==> src/cah_cfg.svh <==
// Constants for the channel analyzer host port
`ifndef CAH_CFG_SVH
`define CAH_CFG_SVH
`define CAH_MODE_BIT 15
`define CAH_INTEG_HI 14
`define CAH_INTEG_LO 12
`define CAH_THR_HI 11
`define CAH_VALID_BIT 15
`define CAH_EOF_BIT 14
`define CAH_MODE_RESET 1'b0
`define CAH_INTEG_RESET 3'h7
`define CAH_THR_RESET 12'hfff
`define CAH_FINE_LAST 11'h7fe
`define CAH_COARSE_LAST 11'h0fe
`define CAH_FINE_MASK 14'h3fff
`define CAH_COARSE_MASK 14'h07ff
`define CAH_LAST_FRAME 3'h7
`define CAH_FIFO_WIDTH 16
`define CAH_FIFO_DEPTH 16
`define CAH_FIFO_ROOM 5'h0d
`define CAH_TRIPLE_WORDS 5'h03
`endif

==> src/cah_pkg.sv <==
// Types shared by the channel analyzer host port
`default_nettype none
package cah_pkg;
    typedef enum logic [0:0] {CAH_IDLE = 1'b0, CAH_ACTIVE = 1'b1} cah_run_t;
    typedef enum logic [0:0] {CAH_FINE = 1'b0, CAH_COARSE = 1'b1} cah_mode_t;
    typedef enum logic [1:0] {CAH_SER_IDX = 2'b00, CAH_SER_I = 2'b01, CAH_SER_Q = 2'b10,
                              CAH_SER_OFF = 2'b11} cah_ser_t;
    typedef enum logic [1:0] {CAH_SP_IDLE = 2'b00, CAH_SP_CONV = 2'b01,
                              CAH_SP_HOLD = 2'b10} cah_sp_t;
endpackage
`default_nettype wire

==> src/cah_host_if.sv <==
// Host control and tap data port of the channel correlator
`timescale 1ns/100ps
`default_nettype none
`include "cah_cfg.svh"
module cah_host_if
    import cah_pkg::*;
(
    // Clock and reset
    input wire logic CLK_SYS_IN,
    input wire logic RESETN_IN,
    // Control path from the host card
    input wire logic RUN_CONTROL_IN,
    input wire logic PARAM_LOAD_IN,
    input wire logic [15:0] PARAM_DATA_IN,
    // Tap data path to the host card
    input wire logic WORD_TAKEN_IN,
    output logic DATA_WAITING_OUT,
    output logic [15:0] RESULT_DATA_OUT,
    // Correlator settings
    output logic MODE_COARSE_OUT,
    output logic [3:0] AVG_SEQUENCES_OUT,
    output logic RUN_ACTIVE_OUT,
    // Correlator tap stream
    input wire logic CORR_VALID_IN,
    output logic CORR_READY_OUT,
    input wire logic [15:0] CORR_I_IN,
    input wire logic [15:0] CORR_Q_IN,
    output logic SCAN_END_OUT,
    // Gain sample port
    input wire logic SAMPLE_TAKEN_IN,
    output logic SAMPLE_WAITING_OUT,
    output logic [15:0] SAMPLE_DATA_OUT,
    output logic ADC_START_OUT,
    input wire logic ADC_DONE_IN,
    input wire logic [7:0] ADC_I_IN,
    input wire logic [7:0] ADC_Q_IN
);
    logic rst_n_meta_q;
    logic rst_n_q;
    cah_run_t run_q;
    cah_mode_t mode_q;
    logic [2:0] integ_q;
    logic [11:0] thr_q;
    logic [10:0] tap_n_q;
    logic [2:0] frame_q;
    logic eof_pend_q;
    logic [15:0] red_i_q;
    logic [15:0] red_q_q;
    logic scan_end_q;
    cah_ser_t ser_q;
    logic [47:0] triple_q;
    logic [15:0] out_word_q;
    logic out_valid_q;
    logic [1:0] out_pos_q;
    logic fifo_in_ready;
    logic fifo_out_valid;
    logic [15:0] fifo_out_data;
    logic [4:0] fifo_level;
    logic room;
    logic corr_take;
    logic eof_take;
    logic qualify;
    logic last_tap;
    logic load_out;
    logic [11:0] mag_i;
    logic [11:0] mag_q;
    logic [13:0] idx;

    // Magnitude of the 12 bits below the sign
    function automatic logic [11:0] top_mag(input logic [15:0] v);
        logic [15:0] m;
        m = v[15] ? 16'(-v) : v;
        return m[15] ? 12'hfff : m[14:3];
    endfunction

    // Reset release through two flops
    always_ff @(posedge CLK_SYS_IN or negedge RESETN_IN) begin
        if (!RESETN_IN) begin
            rst_n_meta_q <= 1'b0;
            rst_n_q <= 1'b0;
        end else begin
            rst_n_meta_q <= 1'b1;
            rst_n_q <= rst_n_meta_q;
        end
    end

    // Run state
    always_ff @(posedge CLK_SYS_IN or negedge rst_n_q) begin
        if (!rst_n_q) begin
            run_q <= CAH_IDLE;
        end else begin
            run_q <= RUN_CONTROL_IN ? CAH_ACTIVE : CAH_IDLE;
        end
    end

    // Parameter capture
    always_ff @(posedge CLK_SYS_IN or negedge rst_n_q) begin
        if (!rst_n_q) begin
            mode_q <= cah_mode_t'(`CAH_MODE_RESET);
            integ_q <= `CAH_INTEG_RESET;
            thr_q <= `CAH_THR_RESET;
        end else if (PARAM_LOAD_IN) begin
            thr_q <= PARAM_DATA_IN[`CAH_THR_HI:0];
            if (run_q == CAH_IDLE) begin
                mode_q <= cah_mode_t'(PARAM_DATA_IN[`CAH_MODE_BIT]);
                integ_q <= PARAM_DATA_IN[`CAH_INTEG_HI:`CAH_INTEG_LO];
            end
        end
    end

    assign MODE_COARSE_OUT = (mode_q == CAH_COARSE);
    assign RUN_ACTIVE_OUT = (run_q == CAH_ACTIVE);
    always_comb begin
        unique case (integ_q)
            3'h7: AVG_SEQUENCES_OUT = 4'h1;
            3'h6: AVG_SEQUENCES_OUT = 4'h2;
            3'h4: AVG_SEQUENCES_OUT = 4'h4;
            3'h0: AVG_SEQUENCES_OUT = 4'h8;
            default: AVG_SEQUENCES_OUT = 4'h1;
        endcase
    end

    // Tap sequencing and threshold test
    assign room = (fifo_level <= `CAH_FIFO_ROOM);
    assign CORR_READY_OUT = (run_q == CAH_ACTIVE) && (ser_q == CAH_SER_OFF)
        && !eof_pend_q && room;
    assign corr_take = CORR_VALID_IN && CORR_READY_OUT;
    assign eof_take = (run_q == CAH_ACTIVE) && eof_pend_q && (ser_q == CAH_SER_OFF) && room;
    assign mag_i = top_mag(CORR_I_IN);
    assign mag_q = top_mag(CORR_Q_IN);
    assign qualify = (mag_i > thr_q) || (mag_q > thr_q);
    assign last_tap = (tap_n_q == ((mode_q == CAH_COARSE) ? `CAH_COARSE_LAST : `CAH_FINE_LAST));
    // Index wraps: tap 0 of frame f is the redundant 3777f (377f coarse), then f, f+8, f+16 ...
    assign idx = {11'(tap_n_q - 11'h1), frame_q}
        & ((mode_q == CAH_COARSE) ? `CAH_COARSE_MASK : `CAH_FINE_MASK);
    assign SCAN_END_OUT = scan_end_q;

    always_ff @(posedge CLK_SYS_IN or negedge rst_n_q) begin
        if (!rst_n_q) begin
            tap_n_q <= '0;
            frame_q <= '0;
            eof_pend_q <= 1'b0;
            scan_end_q <= 1'b0;
        end else begin
            scan_end_q <= 1'b0;
            if (run_q == CAH_IDLE) begin
                tap_n_q <= '0;
                frame_q <= '0;
                eof_pend_q <= 1'b0;
            end else if (corr_take) begin
                if (last_tap) begin
                    tap_n_q <= '0;
                    eof_pend_q <= 1'b1;
                end else begin
                    tap_n_q <= tap_n_q + 11'h1;
                end
            end else if (eof_take) begin
                eof_pend_q <= 1'b0;
                frame_q <= frame_q + 3'h1;
                scan_end_q <= (frame_q == `CAH_LAST_FRAME);
            end
        end
    end

    // Redundant tap values kept for the frame marker
    always_ff @(posedge CLK_SYS_IN or negedge rst_n_q) begin
        if (!rst_n_q) begin
            red_i_q <= '0;
            red_q_q <= '0;
        end else if (corr_take && tap_n_q == 11'h0) begin
            red_i_q <= CORR_I_IN;
            red_q_q <= CORR_Q_IN;
        end
    end

    // Triple serializer into the queue
    always_ff @(posedge CLK_SYS_IN or negedge rst_n_q) begin
        if (!rst_n_q) begin
            ser_q <= CAH_SER_OFF;
            triple_q <= '0;
        end else begin
            unique case (ser_q)
                CAH_SER_OFF: begin
                    if (corr_take && qualify) begin
                        triple_q <= {1'b1, 1'b0, idx, CORR_I_IN, CORR_Q_IN};
                        ser_q <= CAH_SER_IDX;
                    end else if (eof_take) begin
                        triple_q <= {1'b1, 1'b1, 11'h0, frame_q, red_i_q, red_q_q};
                        ser_q <= CAH_SER_IDX;
                    end
                end
                CAH_SER_IDX: begin
                    if (fifo_in_ready) begin
                        triple_q <= {triple_q[31:0], 16'h0};
                        ser_q <= CAH_SER_I;
                    end
                end
                CAH_SER_I: begin
                    if (fifo_in_ready) begin
                        triple_q <= {triple_q[31:0], 16'h0};
                        ser_q <= CAH_SER_Q;
                    end
                end
                CAH_SER_Q: begin
                    if (fifo_in_ready) begin
                        ser_q <= CAH_SER_OFF;
                    end
                end
            endcase
        end
    end

    cah_fifo #(
        .WIDTH(`CAH_FIFO_WIDTH),
        .DEPTH(`CAH_FIFO_DEPTH)
    ) u_fifo (
        .clk_in(CLK_SYS_IN),
        .rst_n_in(rst_n_q),
        .in_valid_in(ser_q != CAH_SER_OFF),
        .in_ready_out(fifo_in_ready),
        .in_data_in(triple_q[47:32]),
        .out_valid_out(fifo_out_valid),
        .out_ready_in(load_out),
        .out_data_out(fifo_out_data),
        .level_out(fifo_level)
    );

    // Host data register; a triple starts only once all three words wait
    assign load_out = (!out_valid_q || WORD_TAKEN_IN) && fifo_out_valid
        && (out_pos_q != 2'h0 || fifo_level >= `CAH_TRIPLE_WORDS);

    always_ff @(posedge CLK_SYS_IN or negedge rst_n_q) begin
        if (!rst_n_q) begin
            out_word_q <= '0;
            out_valid_q <= 1'b0;
            out_pos_q <= 2'h0;
        end else if (load_out) begin
            out_word_q <= fifo_out_data;
            out_valid_q <= 1'b1;
            out_pos_q <= (out_pos_q == 2'h2) ? 2'h0 : 2'(out_pos_q + 2'h1);
        end else if (WORD_TAKEN_IN) begin
            out_valid_q <= 1'b0;
        end
    end

    assign DATA_WAITING_OUT = out_valid_q;
    assign RESULT_DATA_OUT = out_word_q;

    cah_sample_port u_sample (
        .clk_in(CLK_SYS_IN),
        .rst_n_in(rst_n_q),
        .idle_in(run_q == CAH_IDLE),
        .taken_in(SAMPLE_TAKEN_IN),
        .waiting_out(SAMPLE_WAITING_OUT),
        .data_out(SAMPLE_DATA_OUT),
        .start_out(ADC_START_OUT),
        .done_in(ADC_DONE_IN),
        .conv_i_in(ADC_I_IN),
        .conv_q_in(ADC_Q_IN)
    );
endmodule
`default_nettype wire

==> src/cah_fifo.sv <==
// Word FIFO between the tap serializer and the host data register
`timescale 1ns/100ps
`default_nettype none
module cah_fifo #(
    parameter int WIDTH = 16,
    parameter int DEPTH = 16
) (
    // Clock and reset
    input wire logic clk_in,
    input wire logic rst_n_in,
    // Fill side
    input wire logic in_valid_in,
    output logic in_ready_out,
    input wire logic [WIDTH-1:0] in_data_in,
    // Drain side
    output logic out_valid_out,
    input wire logic out_ready_in,
    output logic [WIDTH-1:0] out_data_out,
    output logic [$clog2(DEPTH):0] level_out
);
    localparam int AW = $clog2(DEPTH);
    logic [WIDTH-1:0] mem_q [DEPTH];
    logic [AW-1:0] wr_ptr_q;
    logic [AW-1:0] rd_ptr_q;
    logic [AW:0] level_q;
    logic push;
    logic pop;

    assign in_ready_out = (level_q != (AW+1)'(DEPTH));
    assign out_valid_out = (level_q != '0);
    assign out_data_out = mem_q[rd_ptr_q];
    assign level_out = level_q;
    assign push = in_valid_in && in_ready_out;
    assign pop = out_ready_in && out_valid_out;

    always_ff @(posedge clk_in) begin
        if (push) begin
            mem_q[wr_ptr_q] <= in_data_in;
        end
    end

    always_ff @(posedge clk_in or negedge rst_n_in) begin
        if (!rst_n_in) begin
            wr_ptr_q <= '0;
            rd_ptr_q <= '0;
            level_q <= '0;
        end else begin
            if (push) begin
                wr_ptr_q <= wr_ptr_q + 1'b1;
            end
            if (pop) begin
                rd_ptr_q <= rd_ptr_q + 1'b1;
            end
            if (push && !pop) begin
                level_q <= level_q + 1'b1;
            end else if (pop && !push) begin
                level_q <= level_q - 1'b1;
            end
        end
    end
endmodule
`default_nettype wire

==> src/cah_sample_port.sv <==
// Converter sample port: trigger, hold and packed read of I/Q samples
`timescale 1ns/100ps
`default_nettype none
module cah_sample_port
    import cah_pkg::*;
(
    // Clock, reset and run-state idle flag
    input wire logic clk_in,
    input wire logic rst_n_in,
    input wire logic idle_in,
    // Host side
    input wire logic taken_in,
    output logic waiting_out,
    output logic [15:0] data_out,
    // Converters
    output logic start_out,
    input wire logic done_in,
    input wire logic [7:0] conv_i_in,
    input wire logic [7:0] conv_q_in
);
    cah_sp_t state_q;
    logic go;

    assign go = taken_in && idle_in;
    assign start_out = go && (state_q != CAH_SP_CONV);
    assign waiting_out = (state_q == CAH_SP_HOLD);

    always_ff @(posedge clk_in or negedge rst_n_in) begin
        if (!rst_n_in) begin
            state_q <= CAH_SP_IDLE;
        end else begin
            unique case (state_q)
                CAH_SP_IDLE: begin
                    if (go) begin
                        state_q <= CAH_SP_CONV;
                    end
                end
                CAH_SP_CONV: begin
                    if (done_in) begin
                        state_q <= CAH_SP_HOLD;
                    end
                end
                CAH_SP_HOLD: begin
                    if (go) begin
                        state_q <= CAH_SP_CONV;
                    end
                end
                default: begin
                    state_q <= CAH_SP_IDLE;
                end
            endcase
        end
    end

    always_ff @(posedge clk_in or negedge rst_n_in) begin
        if (!rst_n_in) begin
            data_out <= '0;
        end else if (state_q == CAH_SP_CONV && done_in) begin
            data_out <= {conv_i_in, conv_q_in};
        end
    end
endmodule
`default_nettype wire

==> config.mk <==
export PLATFORM = sky130hd
export DESIGN_NAME = cah_host_if
export DESIGN_NICKNAME = d
export VERILOG_FILES = /design/src/cah_pkg.sv /design/src/cah_host_if.sv /design/src/cah_fifo.sv /design/src/cah_sample_port.sv
export VERILOG_INCLUDE_DIRS = /design/src
export SDC_FILE = /design/constraint.sdc
export NUM_CORES = 1
export LEC_CHECK = 0
export BUFFER_PORTS_ARGS = -buffer_cell sky130_fd_sc_hd__buf_2
export CAP_MARGIN = 20
export CORE_MARGIN = 2
export CORE_UTILIZATION = 30
export CTS_BUF_LIST = sky130_fd_sc_hd__clkbuf_16
export CTS_CLUSTER_DIAMETER = 60
export DETAILED_ROUTE_END_ITERATION = 12
export HOLD_SLACK_MARGIN = 0.05
export PLACE_DENSITY = 0.45
export SLEW_MARGIN = 5
export SYNTH_ARGS = -nofsm -noshare
export SYNTH_HDL_FRONTEND = slang
export SYNTH_SLANG_ARGS = --single-unit
==> constraint.sdc <==
create_clock -name CLK_SYS_IN -period 5.1 [get_ports CLK_SYS_IN]
set_clock_uncertainty 0.15 [all_clocks]
set_input_delay 1.02 -clock CLK_SYS_IN [delete_from_list [all_inputs] [get_ports CLK_SYS_IN]]
set_output_delay 1.02 -clock CLK_SYS_IN [all_outputs]
set_load 0.005 [all_outputs]
==> results of run 1 <==
sequential cells by signal, summed over array words and instances (netlist names), 5 cells and up:
| name | flops |
|---|---|
| RESULT_DATA_OUT | 16 |
| red_i_q | 16 |
| red_q_q | 16 |
| tap_n_q | 11 |
| thr_q | 12 |
| triple_q | 48 |
| u_fifo.level_out | 5 |
| u_fifo.mem_q | 256 |
| u_sample.data_out | 16 |
power by group through the flow:
stage | registers [W] | logic (W) | clock network [W]
after floorplan | 0.00514 | 0.00308 | 0
after global placement | 0.00552 | 0.00421 | 0
final | 0.00548 | 0.00423 | 0.00343
after detailed placement | 0.00556 | 0.00425 | 0
after CTS | 0.00550 | 0.00426 | 0.00356
after global routing | 0.00562 | 0.00463 | 0.00369
kinds of logic (layout without fill, tap and decap cells):
| kind of cell | Yosys count | after routing | synth area share (%) |
|---|---|---|---|
| flops | 423 | 423 | 64.35 |
| buf+inv | 91 | 310 | 1.903 |
| simple gates | 270 | 271 | 7.010 |
| compound gates | 171 | 171 | 5.988 |
| xor+xnor | 37 | 37 | 1.754 |
| mux | 184 | 184 | 15.95 |
| other cells | 1 | 1 | 0.02030 |
| fa+ha+maj | 44 | 44 | 3.021 |
layout by cell type (no fill, tap or decap), types with 21 or more instances in the layout:
| master | Yosys | routed |
|---|---|---|
| a21oi_1 | 24 | 22 |
| buf_2 | 2 | 114 |
| buf_4 | 0 | 65 |
| clkbuf_16 | 0 | 51 |
| dfrtp_1 | 150 | 146 |
| edfxtp_1 | 256 | 256 |
| ha_1 | 43 | 41 |
| inv_1 | 26 | 40 |
| mux2_2 | 83 | 83 |
| mux4_2 | 80 | 80 |
| nand2_1 | 82 | 80 |
| nand3_1 | 50 | 47 |
| nor2_1 | 53 | 39 |
| nor3_1 | 30 | 22 |
| o21ai_0 | 66 | 59 |
| xor2_1 | 21 | 21 |
routing by layer:
layer  global-route usage, %  wire length (um)
met1                   19.54             20540
met2                   25.15             23470
met3                   2.379              1849
met4                   4.446              1064
met5                       0                 0
worst paths after layout:
| kind | start | end | slack, ps | depth (start not counted) |
|---|---|---|---|---|
| max reg2reg | ser_q[0] | triple_q[18] | 1670 | 9 |
| max in group asynchronous | rst_n_q | triple_q[40] | 3310 | 1 |
| min reg2reg | rst_n_meta_q | rst_n_q | 200 | 0 |
| max | CORR_I_IN[3] | triple_q[18] | -40 | 17 |
| min | rst_n_meta_q | rst_n_q | 200 | 0 |
| min in group asynchronous | rst_n_q | u_sample.data_out[11] | 330 | 0 |
per-stage QoR:
step	power [W]	area (um^2)	setup TNS (ps)
after floorplan	0.008225	18680	-13720
after global placement	0.009727	20590	-25790
after detailed placement	0.009811	20590	-26310
after CTS	0.01332	22220	0
after global routing	0.01394	22350	-2458
final	0.01314	22350	-242.5
final cells by class:
class,instances,area (um^2),share of cell area (%)
inverters,26,97.59,0.4366
multi-input cells,708,6546,29.29
repair buffers,188,1220,5.458
flip-flops and latches,423,11900,53.23
clock buffers,51,1276,5.709
well taps,782,978.4,4.377
clock inverters,45,336.6,1.506
critical path: stages:
cell and delay [ps]:
buf_2 100, or4_4 540, or3_4 380, or4_4 490
or3_4 360, or4b_4 580, nand2_4 90, ha_4 190
nor2b_1 130, o211ai_1 200, a211oi_2 100, buf_4 160
o311a_4 390, buf_4 210, o21ai_0 160, nand3_1 150
a22o_1 220
repair_timing:
action / CTS / global route
cloned: 0 / 1
hold buffers: 1 / 0
hold endpoints to repair: 2 / 0
resized for setup: 0 / 27
buffers inserted: 0 / 5
setup endpoints to repair: 1 / 44
pin swaps: 1 / 7
==> results.md, run 1 <==
* Share of layout cells above drive strength 1 at 34.84%
* Tot GR Track Use at 14.82%
* Final Critical Period at 5144 ps
* Grt total ovfl at 0
* CTS tree: built
* Max-slew headroom at 28.82%
* Final net count at 1514
* Startpoint types: input port
* Post-Place Worst Slack at -671.3 ps
* Initial Util at 30.49%
* Unrepaired setup endpoints after global routing: yes
* Share of the synthesized area in the top cell type at 41.61%
* Kind of critical path: input port to flip-flop
* Worst Path Required at 5420 ps
* Routed len/inst at 21.11 um
* Sequential power share at 41.7%
* Post-Syn Nets at 1337
* VDD IR max at 0.2838 mV
* CP Capture Type: flip-flop
* Count of final setup violators at 10
* Netlist cell types at 53
* Die Height at 252.1 um
* Gpl congestion at 0.7833
* Max-slew violations at 0
* Sink Count at 423
* Status: finished, violations left
* Fin cells at 2223
* Antenna diodes at 0
* Later-pin clock latency in the skew report at 620 ps
* Leakage at 8.629 nW
* Fill cells at 5828
* Final setup margin at -43.54 ps
* PortBufs at 114
* Most area-hungry cell type in the Yosys netlist: edfxtp_1
* Synthesized flop and latch total at 423
* First-pass GRT wire length at 71210 um
* Die width at 252.1 um
* PD cells at 588.0 nW/um^2
* Finished Core Util at 36.90%
* Seq/Total Area, Yosys at 64.35%
* Root buffer cell: clkbuf_16
* Site Rows at 90
* Min Hold Slack at 202.8 ps
* Die area at 63580 um^2
* Largest net degree at the start of global routing at 102
* Via/cell ratio at 4.914
* Class of the worst hold path: flip-flop to flip-flop
* Int Power at 0.008781 W
* Final wirelength at 46930 um
* Ys flop type: edfxtp_1
* Routed Antenna Nets at 0
* Inst Count DP at 2120
* CTS buffer count at 51
* Failing checks: negative setup slack
* Switching share of power at 33.19%
* Vias in the first global route at 11.26k
* Mapped Cells at 1221
* Max FO, Critical Path at 17
* Most frequent cells after synthesis: 256 x edfxtp_1, 150 x dfrtp_1, 83 x mux2_2
* Post-synth EDFFs at 256
* Ys Warns at 0
* Most common cell in the synthesized netlist: edfxtp_1
* Area contributors post-synth: edfxtp_1 42%, dfrtp_1 20%, mux4_2 9.8%, mux2_2 5.1%, ha_1 2.9%
* Gate power share at 32.2%
* Layout Area Growth over Synthesis at 21.00%
* H-tree Lvls at 2
* Final period util at 100.9%
* Avg Synthesized Cell Area at 15.13 um^2
* Fin. Hold Viols at 0
* Switching pwr at 0.004363 W
* Post-synth ARST share at 39.48%
* Ports at 115
* Least-Margin Pin Slew at 1064 ps
* Drc violations at 0
* DP Wirelength at 29960 um
* Core region area at 60580 um^2
* Max-cap violations at 0
* Reg clk slew, reported paths at 60 ps
* Initial antenna violation count at 0
* CTS Buffer Depth at 3
* Peak Freq at 194.4 MHz
* Critical Path AT at 5470 ps
* Clock share of power at 26.1%
* Initial DRC count at 515
* Mapped Area at 18470 um^2
* Total number of vias at 10.92k
* Drt first pass iters at 7
Note: power is estimated with default switching activity, not from simulation.
==> run 2: changes to the inputs <==
- PLACE_DENSITY: 0.45 -> 0.43
- SKIP_CTS_REPAIR_TIMING: default -> 1
- SLEW_MARGIN: 5 -> 20
- clock period: 5.1 -> 6.55 ns (I/O delays scaled with it)
==> run 2 against run 1 <==
Against the previous run: the flow now finishes without violations; register-to-register slack gained 1400 ps; sequential power shrank 23%; combinational power shrank 26%; critical endpoint is now triple_q[45]; highest routed layer unchanged.
==> results.md, run 2 (synthesis results as in run 1) <==
* Status: finished clean
* Routed Antenna Nets at 0
* Final Critical Period at 5609 ps
* Core region area at 60580 um^2
* Fill cells at 5826
* Least-Margin Pin Slew at 970.8 ps
* Vias in the first global route at 11.16k
* Layout Area Growth over Synthesis at 17.94%
* Peak Freq at 178.3 MHz
* PD cells at 461.5 nW/um^2
* Final Cell Area at 21790 um^2
* Gpl congestion at 0.7843
* Switching share of power at 32.99%
* Sequential power share at 41.8%
* Sink Count at 423
* Switching pwr at 0.003317 W
* Antenna diodes at 0
* Drc violations at 0
* Later-pin clock latency in the skew report at 620 ps
* WL met3 at 1748 um
* Int Power at 0.006738 W
* Biggest register: u_fifo.mem_q
* Worst path slowest cell: or4_1
* Total number of vias at 10.75k
* Kind of critical path: input port to flip-flop
* Total negative slack at 0 ps
* Most frequent CP cell: or4_1
* Startpoint types: input port
* Max-cap violations at 0
* Placed Area at 20160 um^2
* Max FFs per register at 256
* Crit-path cells: buf_2 -> or4_1 -> or4_1 -> or4_1 -> nor2_1 -> nand3_1 -> a21oi_1 -> a31oi_1 -> ha_1 -> nand2_1 -> o21ai_0 -> o211a_1 -> o31a_1 -> nor2_2 -> buf_12 -> o41ai_1 -> mux2_2
* Final wirelength at 46840 um
* CTS tree: built
* Largest regs: u_fifo.mem_q: 256 flops, triple_q: 48 flops
* PortBufs at 114
* Ports at 115
* Most frequent cells in the layout: 256 x edfxtp_1, 146 x dfrtp_1, 114 x buf_2
* First-pass GRT wire length at 71300 um
* Grt total ovfl at 0
* Reg clk slew, reported paths at 60 ps
* Root buffer cell: clkbuf_16
* Gate power share at 31.3%
* Final net count at 1475
* Site Rows at 90
* Share of layout cells above drive strength 1 at 31.12%
* Inst Count DP at 2088
* Worst path max stage delay at 580 ps
* Initial antenna violation count at 0
* Die area at 63580 um^2
* Total power at 0.01006 W
* Fin. Hold Viols at 0
* Top Metal Used: met4
* Via/cell ratio at 4.925
* Drt first pass iters at 5
* Largest net degree at the start of global routing at 65
* DP Wirelength at 29960 um
* Leakage at 8.429 nW
* Class of the worst hold path: flip-flop to flip-flop
* DRT met1 WL at 21080 um
* Initial Util at 30.49%
* Initial DRC count at 637
* Die Height at 252.1 um
* Met2 routed WL at 22880 um
* CTS Buffer Depth at 3
* Max FO, Critical Path at 27
* CP Capture Type: flip-flop
* Clock share of power at 26.9%
* H-tree Lvls at 2
* Final period util at 85.64%
* Fin cells at 2183
* Count of final setup violators at 0
* CTS buffer count at 50
* Critical Path AT at 6020 ps
* Die width at 252.1 um
* Max-slew violations at 0
* Routed len/inst at 21.46 um
* Worst Path Required at 6960 ps
* Max-slew headroom at 35.28%
* Unrepaired setup endpoints after global routing: no
* Most common cell after layout, fill and taps aside: edfxtp_1
* VDD IR max at 0.2008 mV
* Tot GR Track Use at 14.99%
[run 2: cell type report]
class / instances / area (um^2) / share of cell area (%)
clock buffers: 50 / 1251 / 5.743
flip-flops and latches: 423 / 11900 / 54.61
multi-input cells: 707 / 6329 / 29.05
repair buffers: 151 / 873.3 / 4.009
clock inverters: 44 / 360.3 / 1.654
inverters: 26 / 97.59 / 0.4479
well taps: 782 / 978.4 / 4.491
[run 2: power groups by stage]
| stage | clock network, W | logic (W) | registers, W |
|---|---|---|---|
| 2_1_floorplan | 0 | 0.00230 | 0.00400 |
| 3_3_place_gp | 0 | 0.00313 | 0.00430 |
| 3_5_place_dp | 0 | 0.00316 | 0.00432 |
| 4_1_cts | 0.00279 | 0.00317 | 0.00427 |
| 5_1_grt | 0.00291 | 0.00347 | 0.00431 |
| 6_report | 0.00270 | 0.00315 | 0.00421 |
[run 2: path summary, 6_finish.rpt]
kind | startpoint | endpoint | slack (ps) | cells after the start
max | CORR_Q_IN[3] | triple_q[45] | 940 | 17
min | rst_n_meta_q | rst_n_q | 200 | 0
max reg2reg | u_fifo.level_out[1] | u_fifo.level_out[4] | 3080 | 14
min reg2reg | rst_n_meta_q | rst_n_q | 200 | 0
max in group asynchronous | rst_n_q | triple_q[8] | 4600 | 1
min in group asynchronous | rst_n_q | red_q_q[3] | 320 | 0
[run 2: metal layers]
metal  vias up  global-route usage (%)
met4         0                   4.970
met3        85                   2.492
met1      5471                   19.90
li1       4983                       -
met5         -                       0
met2       213                   24.98
[run 2: metrics by stage]
stage	setup WS, ps	util [%]	hold slack, ps
6_report	940.9	35.96	202.8
5_1_grt	501.4	35.96	205.8
3_5_place_dp	367.7	33.27	192.6
2_1_floorplan	117.3	-	181.2
3_3_place_gp	442.5	33.27	190.7
4_1_cts	991.4	35.93	203.8
[run 2: worst max-delay path, delay by kind of cell]
family	cells	cell delay, ps
multiplexers	1	210
AO/OA/AOI/OAI	6	1660
buffers and inverters	2	320
adder cells (fa/ha/maj)	1	320
AND/OR/NAND/NOR	7	2160
==> run 3: changes to the inputs <==
- SYNTH_HIERARCHICAL: default -> 1
- clock period: 6.55 -> 5.75 ns (I/O delays scaled with it)
==> run 3 against run 2 <==
Against the previous run: die area is 2.7% higher; critical endpoint is now triple_q[13]; final area increased by 2.4%; global-route usage about the same; setup slack worse by 400 ps; non-clock buffer count up 2; largest power group unchanged.
==> results.md, run 3 <==
* Final net count at 1595
* Die Height at 255.6 um
* Worst R2R Start: u_fifo/level_out[1]
* Final Cell Area at 22320 um^2
* Finished Core Util at 35.51%
* Netlist cell types at 73
* Placed Area at 20620 um^2
* Via/cell ratio at 4.761
* Antenna diodes at 0
* Post-synth EDFFs at 256
* Worst path max stage delay at 510 ps
* CTS buffer count at 52
* PD cells at 536.4 nW/um^2
* Seq/Total Area, Yosys at 62.62%
* Initial Util at 30.21%
* Most common cell in the synthesized netlist: edfxtp_1
* Die area at 65310 um^2
* Clock share of power at 26.9%
* CTS Buffer Depth at 3
* Initial antenna violation count at 0
* Site Rows at 92
* H-tree Lvls at 2
* Unrepaired setup endpoints after global routing: no
* Switching pwr at 0.004186 W
* Total number of vias at 11.28k
* PortBufs at 114
* Avg Synthesized Cell Area at 14.09 um^2
* Share of the synthesized area in the top cell type at 40.49%
* Crit path from: CORR_I_IN[1]
* Count of final setup violators at 0
* Most frequent cells in the layout: 256 x edfxtp_1, 162 x nand2_1, 148 x dfrtp_1
* Status: finished clean
* Die width at 255.6 um
* Final Critical Period at 5205 ps
* Max FFs per register at 256
* Max FO, Critical Path at 16
* Most common cell after layout, fill and taps aside: edfxtp_1
* Gpl congestion at 0.7791
* Sink Count at 423
* Routed Antenna Nets at 0
* Least-Margin Pin Slew at 884.1 ps
* Max-cap violations at 0
* CP Capture Type: flip-flop
* Ys flop type: edfxtp_1
* Drc violations at 0
* Post-Syn Nets at 1463
* Fin. Hold Viols at 0
* Sequential power share at 41.6%
* Int Power at 0.007786 W
* Mapped Cells at 1347
* Ys Warns at 6
* Later-pin clock latency in the skew report at 610 ps
* Final period util at 90.52%
* DP Wirelength at 30960 um
* Largest net degree at the start of global routing at 153
* Switching share of power at 34.97%
* Crit-path cells: buf_2 -> or4_4 -> or3_4 -> or4_4 -> or3_4 -> nor2_4 -> nand3b_4 -> nand2_1 -> ha_1 -> nor2b_1 -> o211ai_1 -> a211oi_1 -> o311ai_1 -> and2_2 -> buf_12 -> a21o_1 -> o2bb2ai_1
* Routed len/inst at 20.51 um
* Core region area at 62850 um^2
* Ports at 115
* Most frequent cells after synthesis: 256 x edfxtp_1, 162 x nand2_1, 150 x dfrtp_1
* Startpoint types: input port
* Critical Path AT at 5570 ps
* Synthesized flop and latch total at 423
* Initial DRC count at 592
* Leakage at 8.957 nW
* Grt total ovfl at 0
* Vias in the first global route at 11.75k
* CTS tree: built
* Root buffer cell: clkbuf_16
* Gate power share at 31.5%
* Final wirelength at 48580 um
* VDD IR max at 0.2623 mV
* First-pass GRT wire length at 74720 um
* Peak Freq at 192.1 MHz
* Mapped Area at 18980 um^2
* Largest regs: u_fifo/mem_q: 256 flops, triple_q: 48 flops
* Post-synth ARST share at 39.48%
* Tot GR Track Use at 14.94%
* Max-slew violations at 0
* Biggest register: u_fifo/mem_q
* Worst path slowest cell: or4_4
* Class of the worst hold path: flip-flop to asynchronous set/reset pin
* Layout Area Growth over Synthesis at 17.57%
* Drt first pass iters at 5
* Most area-hungry cell type in the Yosys netlist: edfxtp_1
* Reg clk slew, reported paths at 60 ps
* Kind of critical path: input port to flip-flop
* Area contributors post-synth: edfxtp_1 40%, dfrtp_1 20%, mux2i_1 5.0%, mux4_2 3.8%, nand2_1 3.2%
* Worst Path Required at 6110 ps
* Max-slew headroom at 41.06%
* Share of layout cells above drive strength 1 at 26.00%
-- run 3: changes by cell type after synthesis, sizes merged, moves of 19 or more --
| cell | before | now |
|---|---|---|
| a221oi | 0 | 32 |
| buf | 14 | 39 |
| mux2 | 83 | 56 |
| mux2i | 21 | 95 |
| mux4 | 80 | 32 |
| nand2 | 82 | 162 |
| nand2b | 5 | 24 |
| nand3 | 50 | 31 |
-- run 3: area by class of cell --
| type | count | area, um^2 |
|---|---|---|
| clock inverter | 46 | 399.1 |
| inverter | 32 | 120.1 |
| sequential | 423 | 11900 |
| fill | 6139 | 40530 |
| timing repair buffer | 153 | 938.4 |
| multi-input combinational | 817 | 6608 |
| tap | 846 | 1059 |
| clock buffer | 52 | 1301 |
-- run 3: through the flow --
| step | total power, W | hold WS, ps | cells | setup WS, ps | setup TNS [ps] |
|---|---|---|---|---|---|
| 6_report | 0.01197 | 37.15 | 2369 | 544.8 | 0 |
| 5_1_grt | 0.01273 | 63.19 | 2369 | 214.6 | 0 |
| 4_1_cts | 0.01220 | 61.31 | 2369 | 546.8 | 0 |
| 3_5_place_dp | 0.008924 | 88.44 | 2271 | -99.00 | -1480 |
| 3_3_place_gp | 0.008865 | 82.55 | 2271 | 25.52 | 0 |
| 2_1_floorplan | 0.007588 | 181.2 | 1347 | 194.7 | 0 |
-- run 3: kinds of logic after synthesis --
group / after synthesis / synth area share (%)
AOI/OAI and AO/OA: 220 / 8.937
xor gates and xnor gates: 39 / 1.799
adders and majority gates: 44 / 2.939
buffers and inverters: 107 / 2.972
DFF: 423 / 62.62
muxes: 183 / 12.30
other: 1 / 0.01975
and+or+nand+nor: 330 / 8.410
-- run 3: critical path: cells and delay by family --
kind / cells / cell delay [ps]
AND/OR/NAND/NOR: 9 / 2510
AO/OA/AOI/OAI: 5 / 1360
buffers and inverters: 2 / 310
adder cells (fa/ha/maj): 1 / 230
-- run 3: worst paths after layout --
| kind | endpoint | depth (start not counted) | slack [ps] |
|---|---|---|---|
| setup reg to reg | u_fifo/level_out[4] | 15 | 1930 |
| setup / recovery | triple_q[13] | 17 | 540 |
| hold / removal | RESULT_DATA_OUT[9] | 0 | 40 |
| min in group CLK_SYS_IN | rst_n_q | 0 | 200 |
| max in group asynchronous | u_fifo/rd_ptr_q[0] | 1 | 4150 |
| hold reg to reg | RESULT_DATA_OUT[9] | 0 | 40 |
-- run 3: power by group through the flow --
stage          clock (W)  combinational (W)  sequential (W)
2_1_floorplan          0            0.00284         0.00474
3_3_place_gp           0            0.00383         0.00504
3_5_place_dp           0            0.00387         0.00506
4_1_cts          0.00332            0.00387         0.00500
5_1_grt          0.00344            0.00418         0.00511
6_report         0.00322            0.00377         0.00498
-- run 3: metal layers --
layer / global-route usage [%] / vias to the layer above / part of all wire (%)
met5: 0 / - / 0
met4: 3.736 / 0 / 1.8
met3: 2.268 / 70 / 3.1
met2: 26.37 / 167 / 51
met1: 19.17 / 5710 / 44
li1: - / 5332 / -
